## config.mk

```make
export PLATFORM = sky130hd
export DESIGN_NAME = mpsc_top
export DESIGN_NICKNAME = d
export VERILOG_FILES = /design/src/core/mpsc_pkg.sv /design/src/core/mpsc_top.sv
export SDC_FILE = /design/constraint.sdc
export NUM_CORES = 1
export LEC_CHECK = 0
export ABC_AREA = 1
export BUFFER_PORTS_ARGS = -buffer_cell sky130_fd_sc_hd__clkbuf_2
export CAP_MARGIN = 20
export CORE_MARGIN = 2
export CORE_UTILIZATION = 65
export CTS_BUF_LIST = sky130_fd_sc_hd__clkbuf_4
export CTS_CLUSTER_DIAMETER = 60
export DETAILED_ROUTE_END_ITERATION = 10
export PLACE_DENSITY = 0.92
export SLEW_MARGIN = 20
export SYNTH_ARGS = -nofsm -noshare
export SYNTH_HDL_FRONTEND = slang
export SYNTH_SLANG_ARGS = --single-unit
```

## constraint.sdc

```tcl
create_clock -name pclk -period 2.9 [get_ports pclk]
set_input_delay 0.435 -clock pclk [delete_from_list [all_inputs] [get_ports pclk]]
set_output_delay 0.435 -clock pclk [all_outputs]
set_load 0.01 [all_outputs]
```

## src/core/mpsc_pkg.sv

```systemverilog
/*
 * constants, register map and state codes of the module power/status controller.
 * assumes a 10 MHz pclk and an APB master with 32-bit data.
 */
// Function
// colour code per link state on three outputs
// colour outputs are active low
// connected colour blinks on data traffic
// reset pin low: hard reset, nothing saved
// power-off command saves, then software reset
// standby keeps state, runs 32.768 kHz tick
// standby wakes on internal or sensor events
// sleep halts all, keeps retained RAM only
// sleep wakes only on external events
// every sleep exit ends in full reboot
// latch GPIO on sleep entry, wake on change
// any GPIO selectable as sleep control
// switch two low at start: UART defaults
// both switches low at start: bootloader
// both low ten seconds: factory defaults
// DSR line controls mode, link, UART, sleep
// DTR shows selected mode or connection status
// DSR power toggle saves settings first
// all colours dark until mode known
package mpsc_pkg;
    // ****************************************
    // register map
    // ****************************************
    localparam logic [7:0] ADDR_CTRL = 8'h00;
    localparam logic [7:0] ADDR_CMD = 8'h04;
    localparam logic [7:0] ADDR_STATUS = 8'h08;
    localparam logic [7:0] ADDR_IRQ_STAT = 8'h0c;
    localparam logic [7:0] ADDR_IRQ_MASK = 8'h10;
    localparam logic [7:0] ADDR_WAKE_EN = 8'h14;
    localparam logic [7:0] ADDR_LATCH = 8'h18;
    localparam int GPIO_W = 19;
    localparam int IRQ_W = 5;
    // ctrl fields
    localparam int CTRL_LINK_LSB = 0;  // 2 bits: link state
    localparam int CTRL_DTR_LSB = 2;   // 2 bits: dtr source
    localparam int CTRL_DSR_LSB = 4;   // 2 bits: dsr function
    localparam int CTRL_LATCH_EN = 6;
    localparam int CTRL_GSEL_EN = 7;
    localparam int CTRL_GSEL_LSB = 8;  // 5 bits: sleep control gpio
    localparam logic [12:0] CTRL_RESET = 13'h0000;
    // cmd bits
    localparam int CMD_POWER_OFF = 0;
    localparam int CMD_STANDBY = 1;
    // wake enable bits
    localparam int WK_RTC = 0;
    localparam int WK_RADIO = 1;
    localparam int WK_NFC = 2;
    localparam int WK_COMP = 3;
    localparam int WK_GPIO = 4;
    localparam logic [4:0] WAKE_EN_RESET = 5'h1f;
    // irq bits
    localparam int IRQ_STANDBY_WAKE = 0;
    localparam int IRQ_SAVE_DONE = 1;
    localparam int IRQ_REBOOT = 2;
    localparam int IRQ_FACTORY = 3;
    localparam int IRQ_DSR = 4;
    // ****************************************
    // codes
    // ****************************************
    localparam logic [1:0] LINK_DATA_IDLE = 2'h0;
    localparam logic [1:0] LINK_CMD_IDLE = 2'h1;
    localparam logic [1:0] LINK_CONNECTING = 2'h2;
    localparam logic [1:0] LINK_CONNECTED = 2'h3;
    localparam logic [1:0] DTR_MODE = 2'h0;
    localparam logic [1:0] DTR_PEER = 2'h1;
    localparam logic [1:0] DTR_BONDED = 2'h2;
    localparam logic [1:0] DTR_LINK = 2'h3;
    localparam logic [1:0] DSR_CMD_MODE = 2'h0;
    localparam logic [1:0] DSR_DISCONNECT = 2'h1;
    localparam logic [1:0] DSR_UART_EN = 2'h2;
    localparam logic [1:0] DSR_SLEEP = 2'h3;
    typedef enum logic [5:0] {
        ST_START = 6'h01,
        ST_ACTIVE = 6'h02,
        ST_SAVE = 6'h04,
        ST_STANDBY = 6'h08,
        ST_SLEEP = 6'h10,
        ST_REBOOT = 6'h20
    } mpsc_state_type;
    // ****************************************
    // timing
    // ****************************************
    localparam int CLK_HZ = 10000000;
    localparam int SLOW_HZ = 32768;
    localparam int SLOW_DIV = CLK_HZ / SLOW_HZ;
    localparam int FACTORY_HOLD_S = 10;
    localparam int FACTORY_HOLD_CYC = FACTORY_HOLD_S * CLK_HZ;
    localparam int BLINK_MS = 50;
    localparam int BLINK_CYC = BLINK_MS * (CLK_HZ / 1000);
endpackage

```

## src/core/mpsc_top.sv

```systemverilog
/*
 * power mode sequencer, strap decoder, status colour and DTR/DSR control.
 * assumes all pins except presetn are synchronous to pclk and an APB master on the register side.
 */
// Added by the designer: the APB register port and the register offsets.
`timescale 1ns/100ps
module mpsc_top #(
    parameter int HOLD_CYC = mpsc_pkg::FACTORY_HOLD_CYC, // ten second strap hold
    parameter int BLINK_CYC = mpsc_pkg::BLINK_CYC // half period of traffic blink
) (
    input wire logic pclk, // 10 MHz clock
    input wire logic presetn, // async reset, low
    input wire logic psel, // apb select
    input wire logic penable, // apb access phase
    input wire logic pwrite, // apb write
    input wire logic [7:0] paddr, // apb byte address
    input wire logic [31:0] pwdata, // apb write data
    output logic [31:0] prdata, // apb read data
    output logic pready, // apb ready
    output logic pslverr, // unmapped address
    input wire logic reset_pin_n, // external reset pin, pulled high
    input wire logic switch_1_n, // option switch one
    input wire logic switch_2_n, // option switch two
    input wire logic dsr, // host control line
    input wire logic [mpsc_pkg::GPIO_W-1:0] gpio_in, // gpio input levels
    input wire logic rtc_wake, // real time counter event
    input wire logic radio_wake, // radio event
    input wire logic nfc_field, // field detected
    input wire logic comp_event, // comparator/low power comparator
    input wire logic data_activity, // traffic pulse
    input wire logic peer_conn, // serial service peer connected
    input wire logic bonded_conn, // bonded device connected
    input wire logic link_conn, // link layer connection up
    input wire logic nv_save_done, // store finished
    output logic nv_save_req, // store parameters request
    output logic soft_reset, // reboot pulse
    output logic slow_clk_en, // 32.768 kHz tick in standby
    output logic core_halt, // all functions stopped
    output logic ram_retain_only, // only retained ram powered
    output logic uart_default, // uart settings to default pulse
    output logic boot_mode, // bootloader active
    output logic factory_reset, // factory defaults pulse
    output logic cmd_mode_req, // enter command mode pulse
    output logic disconnect_req, // disconnect/connectable pulse
    output logic uart_en, // rest of uart enabled
    output logic red_n, // red status, low lights
    output logic green_n, // green status, low lights
    output logic blue_n, // blue status, low lights
    output logic dtr, // status indication
    output logic irq // level interrupt
);
    // ****************************************
    // declarations
    // ****************************************
    mpsc_pkg::mpsc_state_type state;
    mpsc_pkg::mpsc_state_type next_state;
    logic [12:0] ctrl;
    logic [4:0] wake_en;
    logic [mpsc_pkg::IRQ_W-1:0] irq_stat;
    logic [mpsc_pkg::IRQ_W-1:0] irq_mask;
    logic [mpsc_pkg::IRQ_W-1:0] irq_set;
    logic [mpsc_pkg::GPIO_W-1:0] latch;
    logic [mpsc_pkg::GPIO_W-1:0] gpio_prev;
    logic [1:0] cmd_pend;
    logic save_to_reboot;
    logic dsr_prev;
    logic [31:0] hold_cnt;
    logic [31:0] blink_cnt;
    logic blink_off;
    logic [15:0] slow_cnt;
    logic wr_acc;
    logic rd_set;
    logic [31:0] next_rdata;
    logic map_hit;
    logic dsr_edge;
    logic gsel_edge;
    logic gpio_change;
    logic ext_wake;
    logic int_wake;
    logic [1:0] link;
    logic [4:0] gsel;
    assign link = ctrl[mpsc_pkg::CTRL_LINK_LSB +: 2];
    assign gsel = ctrl[mpsc_pkg::CTRL_GSEL_LSB +: 5];
    assign wr_acc = psel && penable && pwrite;
    assign rd_set = psel && !penable && !pwrite;
    // events that raise the sticky interrupt bits, msb first
    assign irq_set = {dsr_edge && state == mpsc_pkg::ST_ACTIVE, factory_reset,
        state == mpsc_pkg::ST_REBOOT, state == mpsc_pkg::ST_SAVE && nv_save_done,
        state == mpsc_pkg::ST_STANDBY && next_state == mpsc_pkg::ST_ACTIVE};
    // ****************************************
    // apb slave
    // ****************************************
    // read mux and decode, evaluated in the setup cycle
    always_comb
    begin
        map_hit = 1'b1;
        next_rdata = 32'h0000_0000;
        unique case (paddr)
            mpsc_pkg::ADDR_CTRL: next_rdata[12:0] = ctrl;
            mpsc_pkg::ADDR_CMD: next_rdata[1:0] = cmd_pend;
            mpsc_pkg::ADDR_STATUS: next_rdata[9:0] = {boot_mode, uart_en, core_halt,
                slow_clk_en, state};
            mpsc_pkg::ADDR_IRQ_STAT: next_rdata[mpsc_pkg::IRQ_W-1:0] = irq_stat;
            mpsc_pkg::ADDR_IRQ_MASK: next_rdata[mpsc_pkg::IRQ_W-1:0] = irq_mask;
            mpsc_pkg::ADDR_WAKE_EN: next_rdata[4:0] = wake_en;
            mpsc_pkg::ADDR_LATCH: next_rdata[mpsc_pkg::GPIO_W-1:0] = latch;
            default: map_hit = 1'b0;
        endcase
    end

    // registered answer, ready stays high so every access ends in its first access cycle
    always_ff @(posedge pclk or negedge presetn)
    begin
        if (!presetn)
        begin
            prdata <= 32'h0000_0000;
            pready <= 1'b0;
            pslverr <= 1'b0;
        end
        else
        begin
            pready <= 1'b1;
            if (psel && !penable)
            begin
                prdata <= rd_set ? next_rdata : 32'h0000_0000;
                pslverr <= !map_hit;
            end
        end
    end

    // software control registers
    always_ff @(posedge pclk or negedge presetn)
    begin
        if (!presetn)
        begin
            ctrl <= mpsc_pkg::CTRL_RESET;
            wake_en <= mpsc_pkg::WAKE_EN_RESET;
            irq_mask <= '0;
        end
        else if (wr_acc)
        begin
            if (paddr == mpsc_pkg::ADDR_CTRL)
                ctrl <= pwdata[12:0];
            if (paddr == mpsc_pkg::ADDR_WAKE_EN)
                wake_en <= pwdata[4:0];
            if (paddr == mpsc_pkg::ADDR_IRQ_MASK)
                irq_mask <= pwdata[mpsc_pkg::IRQ_W-1:0];
        end
    end

    // command pending bits, cleared one cycle after being set whether the sequencer takes them or not
    always_ff @(posedge pclk or negedge presetn)
    begin
        if (!presetn)
            cmd_pend <= 2'h0;
        else if (!reset_pin_n || state != mpsc_pkg::ST_ACTIVE)
            cmd_pend <= 2'h0;
        else if (cmd_pend != 2'h0)
            cmd_pend <= 2'h0;
        else if (wr_acc && paddr == mpsc_pkg::ADDR_CMD)
            cmd_pend <= pwdata[1:0];
    end

    // ****************************************
    // interrupts
    // ****************************************
    // sticky status, a read clears it but a new event in the same cycle wins
    always_ff @(posedge pclk or negedge presetn)
    begin
        if (!presetn)
            irq_stat <= '0;
        else if (psel && penable && !pwrite && paddr == mpsc_pkg::ADDR_IRQ_STAT)
            irq_stat <= irq_set;
        else
            irq_stat <= irq_stat | irq_set;
    end

    always_ff @(posedge pclk or negedge presetn)
    begin
        if (!presetn)
            irq <= 1'b0;
        else
            irq <= |(irq_stat & irq_mask);
    end

    // ****************************************
    // event detection
    // ****************************************
    always_ff @(posedge pclk or negedge presetn)
    begin
        if (!presetn)
        begin
            dsr_prev <= 1'b1;
            gpio_prev <= '0;
        end
        else
        begin
            dsr_prev <= dsr;
            gpio_prev <= gpio_in;
        end
    end

    assign dsr_edge = dsr != dsr_prev;
    assign gsel_edge = ctrl[mpsc_pkg::CTRL_GSEL_EN] && gsel < 5'(mpsc_pkg::GPIO_W)
        && gpio_in[gsel] != gpio_prev[gsel];
    assign gpio_change = ctrl[mpsc_pkg::CTRL_LATCH_EN] && gpio_in != latch;
    // only outside causes leave sleep
    assign ext_wake = gpio_change || gsel_edge || (wake_en[mpsc_pkg::WK_NFC] && nfc_field)
        || (wake_en[mpsc_pkg::WK_COMP] && comp_event)
        || (wake_en[mpsc_pkg::WK_GPIO] && gpio_in != gpio_prev);
    assign int_wake = (wake_en[mpsc_pkg::WK_RTC] && rtc_wake)
        || (wake_en[mpsc_pkg::WK_RADIO] && radio_wake) || ext_wake;

    // gpio levels caught on the way into sleep
    always_ff @(posedge pclk or negedge presetn)
    begin
        if (!presetn)
            latch <= '0;
        else if (next_state == mpsc_pkg::ST_SLEEP && state != mpsc_pkg::ST_SLEEP)
            latch <= gpio_in;
    end

    // ****************************************
    // power sequencer
    // ****************************************
    always_comb
    begin
        next_state = state;
        unique case (state)
            mpsc_pkg::ST_START: next_state = mpsc_pkg::ST_ACTIVE;
            mpsc_pkg::ST_ACTIVE:
            begin
                if (cmd_pend[mpsc_pkg::CMD_POWER_OFF])
                    next_state = mpsc_pkg::ST_SAVE;
                else if (dsr_edge && ctrl[mpsc_pkg::CTRL_DSR_LSB +: 2] == mpsc_pkg::DSR_SLEEP)
                    next_state = mpsc_pkg::ST_SAVE;
                else if (gsel_edge)
                    next_state = mpsc_pkg::ST_SLEEP;
                else if (cmd_pend[mpsc_pkg::CMD_STANDBY])
                    next_state = mpsc_pkg::ST_STANDBY;
            end
            mpsc_pkg::ST_SAVE:
            begin
                if (nv_save_done)
                    next_state = save_to_reboot ? mpsc_pkg::ST_REBOOT : mpsc_pkg::ST_SLEEP;
            end
            mpsc_pkg::ST_STANDBY:
            begin
                if (int_wake)
                    next_state = mpsc_pkg::ST_ACTIVE;
            end
            mpsc_pkg::ST_SLEEP:
            begin
                if (ext_wake || (dsr_edge
                    && ctrl[mpsc_pkg::CTRL_DSR_LSB +: 2] == mpsc_pkg::DSR_SLEEP))
                    next_state = mpsc_pkg::ST_REBOOT;
            end
            mpsc_pkg::ST_REBOOT: next_state = mpsc_pkg::ST_START;
            default: next_state = mpsc_pkg::ST_START;
        endcase
    end

    // the reset pin drops straight back to start, skipping any store
    always_ff @(posedge pclk or negedge presetn)
    begin
        if (!presetn)
            state <= mpsc_pkg::ST_START;
        else if (!reset_pin_n)
            state <= mpsc_pkg::ST_START;
        else
            state <= next_state;
    end

    // remembers whether the store ends in a reboot or in sleep
    always_ff @(posedge pclk or negedge presetn)
    begin
        if (!presetn)
            save_to_reboot <= 1'b0;
        else if (state == mpsc_pkg::ST_ACTIVE && next_state == mpsc_pkg::ST_SAVE)
            save_to_reboot <= cmd_pend[mpsc_pkg::CMD_POWER_OFF];
    end

    // sequencer outputs
    always_ff @(posedge pclk or negedge presetn)
    begin
        if (!presetn)
        begin
            nv_save_req <= 1'b0;
            soft_reset <= 1'b0;
            core_halt <= 1'b0;
            ram_retain_only <= 1'b0;
        end
        else
        begin
            nv_save_req <= reset_pin_n && next_state == mpsc_pkg::ST_SAVE;
            soft_reset <= reset_pin_n && next_state == mpsc_pkg::ST_REBOOT;
            core_halt <= reset_pin_n && next_state == mpsc_pkg::ST_SLEEP;
            ram_retain_only <= reset_pin_n && next_state == mpsc_pkg::ST_SLEEP;
        end
    end

    // slow tick from a divider, running only in standby
    always_ff @(posedge pclk or negedge presetn)
    begin
        if (!presetn)
        begin
            slow_cnt <= 16'h0000;
            slow_clk_en <= 1'b0;
        end
        else if (state != mpsc_pkg::ST_STANDBY)
        begin
            slow_cnt <= 16'h0000;
            slow_clk_en <= 1'b0;
        end
        else
        begin
            slow_clk_en <= slow_cnt == 16'(mpsc_pkg::SLOW_DIV - 1);
            slow_cnt <= (slow_cnt == 16'(mpsc_pkg::SLOW_DIV - 1)) ? 16'h0000 : slow_cnt + 16'h0001;
        end
    end

    // ****************************************
    // start-up straps
    // ****************************************
    always_ff @(posedge pclk or negedge presetn)
    begin
        if (!presetn)
        begin
            uart_default <= 1'b0;
            boot_mode <= 1'b0;
            factory_reset <= 1'b0;
            hold_cnt <= 32'h0000_0000;
        end
        else
        begin
            uart_default <= 1'b0;
            factory_reset <= 1'b0;
            if (!reset_pin_n)
            begin
                boot_mode <= 1'b0;
                hold_cnt <= 32'h0000_0000;
            end
            else if (state == mpsc_pkg::ST_START)
            begin
                uart_default <= !switch_2_n;
                boot_mode <= !switch_1_n && !switch_2_n;
                hold_cnt <= 32'h0000_0001;
            end
            else if (hold_cnt != 32'h0000_0000)
            begin
                if (switch_1_n || switch_2_n)
                    hold_cnt <= 32'h0000_0000;
                else if (hold_cnt == 32'(HOLD_CYC))
                begin
                    factory_reset <= 1'b1;
                    boot_mode <= 1'b0;
                    hold_cnt <= 32'h0000_0000;
                end
                else
                    hold_cnt <= hold_cnt + 32'h0000_0001;
            end
        end
    end

    // ****************************************
    // host control lines
    // ****************************************
    always_ff @(posedge pclk or negedge presetn)
    begin
        if (!presetn)
        begin
            cmd_mode_req <= 1'b0;
            disconnect_req <= 1'b0;
            uart_en <= 1'b1;
        end
        else
        begin
            cmd_mode_req <= state == mpsc_pkg::ST_ACTIVE && dsr_edge
                && ctrl[mpsc_pkg::CTRL_DSR_LSB +: 2] == mpsc_pkg::DSR_CMD_MODE;
            disconnect_req <= state == mpsc_pkg::ST_ACTIVE && dsr_edge
                && ctrl[mpsc_pkg::CTRL_DSR_LSB +: 2] == mpsc_pkg::DSR_DISCONNECT;
            if (ctrl[mpsc_pkg::CTRL_DSR_LSB +: 2] == mpsc_pkg::DSR_UART_EN)
                uart_en <= !dsr;
            else
                uart_en <= 1'b1;
        end
    end

    // dtr source select
    always_ff @(posedge pclk or negedge presetn)
    begin
        if (!presetn)
            dtr <= 1'b0;
        else
        begin
            unique case (ctrl[mpsc_pkg::CTRL_DTR_LSB +: 2])
                mpsc_pkg::DTR_MODE: dtr <= link == mpsc_pkg::LINK_CMD_IDLE;
                mpsc_pkg::DTR_PEER: dtr <= peer_conn;
                mpsc_pkg::DTR_BONDED: dtr <= bonded_conn;
                mpsc_pkg::DTR_LINK: dtr <= link_conn;
            endcase
        end
    end

    // ****************************************
    // status colours
    // ****************************************
    // traffic starts a dark gap in the connected colour once the previous blink is over
    always_ff @(posedge pclk or negedge presetn)
    begin
        if (!presetn)
        begin
            blink_cnt <= 32'h0000_0000;
            blink_off <= 1'b0;
        end
        else if (link != mpsc_pkg::LINK_CONNECTED)
        begin
            blink_cnt <= 32'h0000_0000;
            blink_off <= 1'b0;
        end
        else if (blink_cnt != 32'h0000_0000)
        begin
            blink_cnt <= blink_cnt - 32'h0000_0001;
            if (blink_cnt == 32'(BLINK_CYC))
                blink_off <= 1'b0;
        end
        else if (data_activity)
        begin
            blink_cnt <= 32'(2 * BLINK_CYC);
            blink_off <= 1'b1;
        end
    end

    // colours dark until start-up done and while asleep
    always_ff @(posedge pclk or negedge presetn)
    begin
        if (!presetn)
        begin
            red_n <= 1'b1;
            green_n <= 1'b1;
            blue_n <= 1'b1;
        end
        else if (!reset_pin_n || state == mpsc_pkg::ST_START || state == mpsc_pkg::ST_REBOOT
            || state == mpsc_pkg::ST_SLEEP)
        begin
            red_n <= 1'b1;
            green_n <= 1'b1;
            blue_n <= 1'b1;
        end
        else
        begin
            unique case (link)
                mpsc_pkg::LINK_DATA_IDLE: {red_n, green_n, blue_n} <= 3'h5;
                mpsc_pkg::LINK_CMD_IDLE: {red_n, green_n, blue_n} <= 3'h1;
                mpsc_pkg::LINK_CONNECTING: {red_n, green_n, blue_n} <= 3'h2;
                mpsc_pkg::LINK_CONNECTED: {red_n, green_n, blue_n} <= {2'h3, blink_off};
            endcase
        end
    end
endmodule

```

Word-level counts from Yosys, hierarchy flattened --
Index checks and enable logic that the tools add are counted.
Cells by class: $add $sub $neg 3, order comparisons 2, eq/ne operators 40, mux-type cells 60, bitwise gates (word level) 2, reduce and logical (&&, ||, !) cells 66
Operators by type and width (count):
- 2-to-1 mux 32 bit | 8
- nonzero test 32 bit | 2
- 2-to-1 mux 6 bit | 10
- != test 19 bit | 2
- adder 32 x 1 -> 32 bit (second input constant) | 1
- == test 32 x 19 -> 1 bit (second input constant) | 1
- == test 32 x 27 -> 1 bit (second input constant) | 1
- 2-to-1 mux 16 bit | 2
- subtractor 32 x 1 -> 32 bit (second input constant) | 1
- case mux 6 bit (5 select lines) | 1
- logical AND 1 bit | 27
- == test 8 x 5 -> 1 bit (second input constant) | 3
- 2-to-1 mux 1 bit | 24
- 2-to-1 mux 19 bit | 1
- case mux 3 bit (6 select lines) | 1
- adder 16 x 1 -> 16 bit (second input constant) | 1
- == test 16 x 9 -> 1 bit (second input constant) | 1
- == test 8 x 4 -> 1 bit (second input constant) | 2
- case mux 5 bit (3 select lines) | 1
- case mux 2 bit (7 select lines) | 1
- == test 2 bit (second input constant) | 6
- == test 6 x 2 -> 1 bit (second input constant) | 2
- == test 6 x 3 -> 1 bit (second input constant) | 2
- == test 6 x 5 -> 1 bit (second input constant) | 2
- other kinds (35) | 70
Word-level totals: bits in registers 206, input bits 77, output and inout port bits 50, logic and storage cells 205

Longest topological paths before layout --
word-level depth 15, mapped depth 19, depth with buffers taken out 18

Least setup slack after synthesis --
OpenSTA, ideal clock, no wires.
path kind register -> register, start register blink_cnt[0], end register blink_cnt[22], library setup time 0.121 ns, arrival time 1.854 ns, required time 2.779 ns, setup slack 0.925 ns, stages on the path, launching flop included 15, path buffers 0, period minus slack after synthesis 1.975 ns, path through dfrtp_1 > inv_1 > ha_1 > nand2_1 > nor2_2 > nand2_2 > nor2_2 > nand2_1 > nor2_1 > inv_1 > nor3_2 > nand3_1 > nor2_2 > xnor2_1 > nor2_1
Between the ends: cells in the longest elaborated chain, start to end 3, elaborated cells between the ends (all ways) 5, those cells by class 1 x add/sub; 2 x mux; 2 x reduce/logical
RTL lines:
- start: declaration | RTL line mpsc_top.sv:68 | logic [31:0] blink_cnt;
- start signal: assignment | RTL line mpsc_top.sv:423 | blink_cnt <= blink_cnt - 32'h0000_0001;
- start signal: assignment | RTL line mpsc_top.sv:429 | blink_cnt <= 32'(2 * BLINK_CYC);
- subtractor 32 x 1 -> 32 bit / nonzero test 32 bit (equally long branches) | RTL line mpsc_top.sv:423, mpsc_top.sv:421
- 2-to-1 mux 32 bit | RTL line mpsc_top.sv:421 | else if (blink_cnt != 32'h0000_0000)
- 2-to-1 mux 32 bit | RTL line mpsc_top.sv:416 | else if (link != mpsc_pkg::LINK_CONNECTED)
Several ways; a longest one is shown, not always the timed one. A chain may end at the register's enable or synchronous reset.

Worst setup path after layout --
start register ctrl[8], end register latch[2] (netlist bit)
Between the ends: cells in the longest elaborated chain, start to end 13, elaborated cells between the ends (all ways) 22, those cells by class 1 x order compare; 2 x eq/ne; 10 x mux; 9 x reduce/logical
RTL lines:
- start: declaration | RTL line mpsc_top.sv:57 | logic [12:0] ctrl;
- start signal: assignment | RTL line mpsc_top.sv:136 | ctrl <= mpsc_pkg::CTRL_RESET;
- start signal: assignment | RTL line mpsc_top.sv:143 | ctrl <= pwdata[12:0];
- binary-select mux 1 bit (select 5 bit) | RTL line mpsc_top.sv:205 | && gpio_in[gsel] != gpio_prev[gsel];
- 2-to-1 mux 1 bit (not written as such) | RTL line mpsc_top.sv:205
- != test 1 bit | RTL line mpsc_top.sv:205
- logical AND 1 bit * | RTL line mpsc_top.sv:205
- logical OR 1 bit (2 in a row) | RTL line mpsc_top.sv:208 | assign ext_wake = gpio_change || gsel_edge || (wake_en[mpsc_pkg::WK_NFC] && nfc_field)
- logical OR 1 bit | RTL line mpsc_top.sv:209 | || (wake_en[mpsc_pkg::WK_COMP] && comp_event)
- logical OR 1 bit | RTL line mpsc_top.sv:210 | || (wake_en[mpsc_pkg::WK_GPIO] && gpio_in != gpio_prev);
- logical OR 1 bit, on equally long branches | RTL line mpsc_top.sv:254, mpsc_top.sv:212
- 2-to-1 mux 6 bit, on equally long branches | RTL line mpsc_top.sv:254, mpsc_top.sv:249
- case mux 6 bit (5 select lines) * | RTL line mpsc_top.sv:229 | unique case (state)
- == test 6 x 5 -> 1 bit * | RTL line mpsc_top.sv:219 | else if (next_state == mpsc_pkg::ST_SLEEP && state != mpsc_pkg::ST_SLEEP)
- logical AND 1 bit * | RTL line mpsc_top.sv:219
- end signal: assignment | RTL line mpsc_top.sv:220 | latch <= gpio_in;
- end: declaration | RTL line mpsc_top.sv:62 | logic [mpsc_pkg::GPIO_W-1:0] latch;
Every way passes the cells marked *; elsewhere a longest branch is shown, timed or not. The select of a mux whose other input is x is not followed.

==> results.json <==
{
  "die_ar_um2": 16400,
  "timing.critical_path.max_delay_family": "simple AND/OR/NAND/NOR gates",
  "netlist_area_um2": 10000,
  "critical_path_peak_fanout": 30,
  "syn-mean-instance-area_um2": 7.95,
  "startpoint_type": "flop",
  "result_of_the_run": "complete, no violations",
  "cts_max_level": 4,
  "detail_route.wl_per_cell_um": 15.8,
  "yosysWarningCount": 0,
  "cap_viol_max_count": 0,
  "numCtsBuffers": 17,
  "powerDensity_nw_per_um2": 439,
  "ys_ff_latch": 193,
  "floorplan.die.height_um": 128,
  "timing.critical_path.arrival_ns": 3.08,
  "grt-ovfl-total": 0,
  "hold_violations": 0,
  "critical_path_buf_inv_count": 1,
  "timing_worst_setup_path_type": "flop to flop",
  "viasPerCell": 5.81,
  "worst-slew-pin-transition_ns": 0.738,
  "globalplace.congestion": 0.968,
  "setup_violations": 0,
  "antenna_violations_before_repair": 1,
  "setup_tns_ns": 0,
  "placedCellCount": 1541,
  "layout.core_utilization_pct": 73.8,
  "netlist.top_cell.by_area": "dfrtp_1",
  "place.port_buffers": 94,
  "async_flop_share_pct": 100,
  "finish.net_count": 1466,
  "finish.cell_count_without_fillers": 1582,
  "final.setup_skew_ns": 0.0207,
  "crit_path_top_delay_cell": "nand2_2",
  "clk_latency_ns": 0.60,
  "register_area_um2": 4840,
  "synthDominantCellAreaShare_pct": 45.4,
  "synth.yosys.seq_area_share_pct": 48.3,
  "grt_start_max_net_pins": 85,
  "detail_route.iter0.violations": 810,
  "worst_ir_drop_on_vdd_uv": 346,
  "detail_route.drc_violations": 0,
  "synth_cells": 1261,
  "netlist_cell_types": 50,
  "grt_first_pass_wirelength_um": 40500,
  "timing.max_slew.rel_slack_pct": 50.4,
  "crit_cells": 15,
  "cts_tree": "built",
  "max_clock_freq_ghz": 0.390,
  "period_needed_ns": 2.57,
  "filler_cell_count": 1103,
  "root_buffer": "clkbuf_4",
  "dieWidth_um": 128,
  "grt_setup_unrepaired": "false",
  "track_usage_pct": 31.3,
  "synth_top_cells_by_area": "dfrtp_1, nand2_1, inv_1, nor2_1, o21ai_0",
  "cts.sink_count": 193,
  "end_kind": "flop",
  "start_util_pct": 66.2,
  "hpwlAfterDp_um": 18600,
  "clock_slew_at_reported_path_ffs_ns": 0.15,
  "worst_path_largest_cell_delay_ns": 0.45,
  "yosys_most_used_dff": "dfrtp_1",
  "min-delay-path-class": "input port to flop",
  "post_route_cells_drive_above_1_share_pct": 12.3,
  "i_o_pin_count": 127,
  "final-max-slew-violation-count": 0,
  "static-leakage-power_uw": 0.00554,
  "layout_worst_path_cycle_share_pct": 88.5,
  "num_rows": 45,
  "synth.top_cells.by_count": "nand2_1, inv_1, dfrtp_1",
  "ctsLongestPathBuffers": 2,
  "path_cells": "inv_2, nand2_1, nor2_1, nor2_1, nand2_1, nand3_1, nand2_1, a21oi_1, nand2_1, nand3_4, o21ai_2, nand2_4, nand2_2, nand2_1, o21ai_1",
  "synthToLayoutAreaGrowth_pct": 11.4,
  "core_footprint_um2": 15100,
  "route.vias.total": 9188,
  "multi_input_area_um2": 4290,
  "synth-edff-count": 0,
  "path_common_cell": "nand2_1",
  "worst_r2r_path_depth": 15,
  "count_leader_synth": "nand2_1",
  "drt_pass1_iterations": 8,
  "worst_hold_path_cells": 1,
  "totalWireLength_um": 25000,
  "critical_path_required_ns": 3.41,
  "first_global_vias": 8665,
  "antenna_violating_nets_post_route": 0
}
worst register-to-register path: cells and delay by family (launching register included):
family	cells	cell delay [ns]
and+or+nand+nor	11	1.49
DFF	1	0.42
AOI/OAI and AO/OA	3	0.31
buffers and inverters	1	0.28
cells by family (layout without fill, tap and decap cells):
logic type / after synthesis / after routing / synth area share (%)
compound gates: 196 / 196 / 11.3
xor+xnor: 53 / 53 / 4.63
fa+ha+maj: 9 / 9 / 1.12
buf+inv: 229 / 349 / 9.40
flops: 193 / 193 / 48.3
mux: 2 / 2 / 0.225
other cells: 2 / 15 / 0.0749
simple gates: 577 / 577 / 25.0
state kept, by name, indices dropped and copies added, names as in the netlist, 2 cells and up:
| name | cells |
|---|---|
| blink_cnt | 32 |
| cmd_pend | 2 |
| ctrl | 13 |
| gpio_prev | 19 |
| hold_cnt | 32 |
| irq_mask | 5 |
| irq_stat | 5 |
| latch | 19 |
| prdata | 19 |
| slow_cnt | 16 |
| state | 6 |
| wake_en | 5 |
layer usage:
| layer | GRT usage, % | routed length, µm | vias up |
|---|---|---|---|
| met2 | 51.4 | 12000 | 492 |
| met3 | 5.18 | 1920 | 91 |
| met4 | 14.8 | 1080 | 0 |
| met5 | 0 | 0 | - |
| met1 | 40.7 | 10000 | 4298 |
| li1 | - | - | 4307 |
final cells by class:
type | instances | share of cell area [%]
tap | 188 | 2.11
multi-input combinational | 851 | 38.4
clock inverter | 13 | 1.85
antenna | 1 | 0.0224
inverter | 199 | 6.69
timing repair buffer | 118 | 6.31
clock buffer | 19 | 1.28
sequential | 193 | 43.4
cell usage in the layout (no fill, tap or decap), types with 5 or more instances in the layout:
cell and instances:
nand4_1 24, inv_1 195, a21oi_1 52, nor2_2 8
ha_1 9, clkbuf_4 19, bufinv_16 5, dfstp_2 11
a22o_1 5, conb_1 14, dfrtp_1 182, nor3_1 46
xnor2_1 24, nand3_1 61, nand2_1 244, nor4_1 21
buf_4 14, clkbuf_2 93, dlygate4sd3_1 8, o21ai_0 76
o21ai_1 11, o22ai_1 14, nor2_1 161, a31oi_1 9
xor2_1 29, a32o_1 6
power breakdown:
group / internal [µW] / leakage (µW) / switching [µW] / total [µW]
clock: 790 / 0.000173 / 922 / 1710
combinational: 139 / 0.00286 / 264 / 403
sequential: 2750 / 0.00250 / 38.6 / 2780
total: 3670 / 0.00554 / 1220 / 4900
stage by stage:
step                hold WS (ns)  worst slack (ns)  power (µW)  area (µm²)
floorplan                  0.139             0.925        3030       10100
global route            0.000768            0.0339        5060       11200
finish                    0.0286             0.333        4900       11200
detailed placement         0.478             0.450        3220       10700
CTS                      0.00102             0.363        4910       11200
global placement           0.461             0.514        3210       10700
what timing repair did:
item | in CTS | in global routing
hold endpoints to repair | 79 | 0
gates resized for setup | 0 | 0
hold buffers | 8 | 0
buffers inserted | 0 | 0
endpoints found under the setup margin | 0 | 0
final timing paths:
check | slack, ns | startpoint | end
max in group asynchronous | 1.70 | presetn | uart_en$_DFF_PN1_
min in group asynchronous | 0.41 | presetn | blink_cnt[2]$_DFFE_PN0P_
worst min register to register | 0.50 | slow_cnt[0]$_DFF_PN0_ | slow_cnt[0]$_DFF_PN0_
worst max-delay path | 0.33 | ctrl[8]$_DFFE_PN0P_ | latch[2]$_DFFE_PN0P_
worst min-delay path | 0.03 | gpio_in[13] | gpio_prev[13]$_DFF_PN0_
worst max register to register | 0.33 | ctrl[8]$_DFFE_PN0P_ | latch[2]$_DFFE_PN0P_
(Power assumes the default switching activity.)
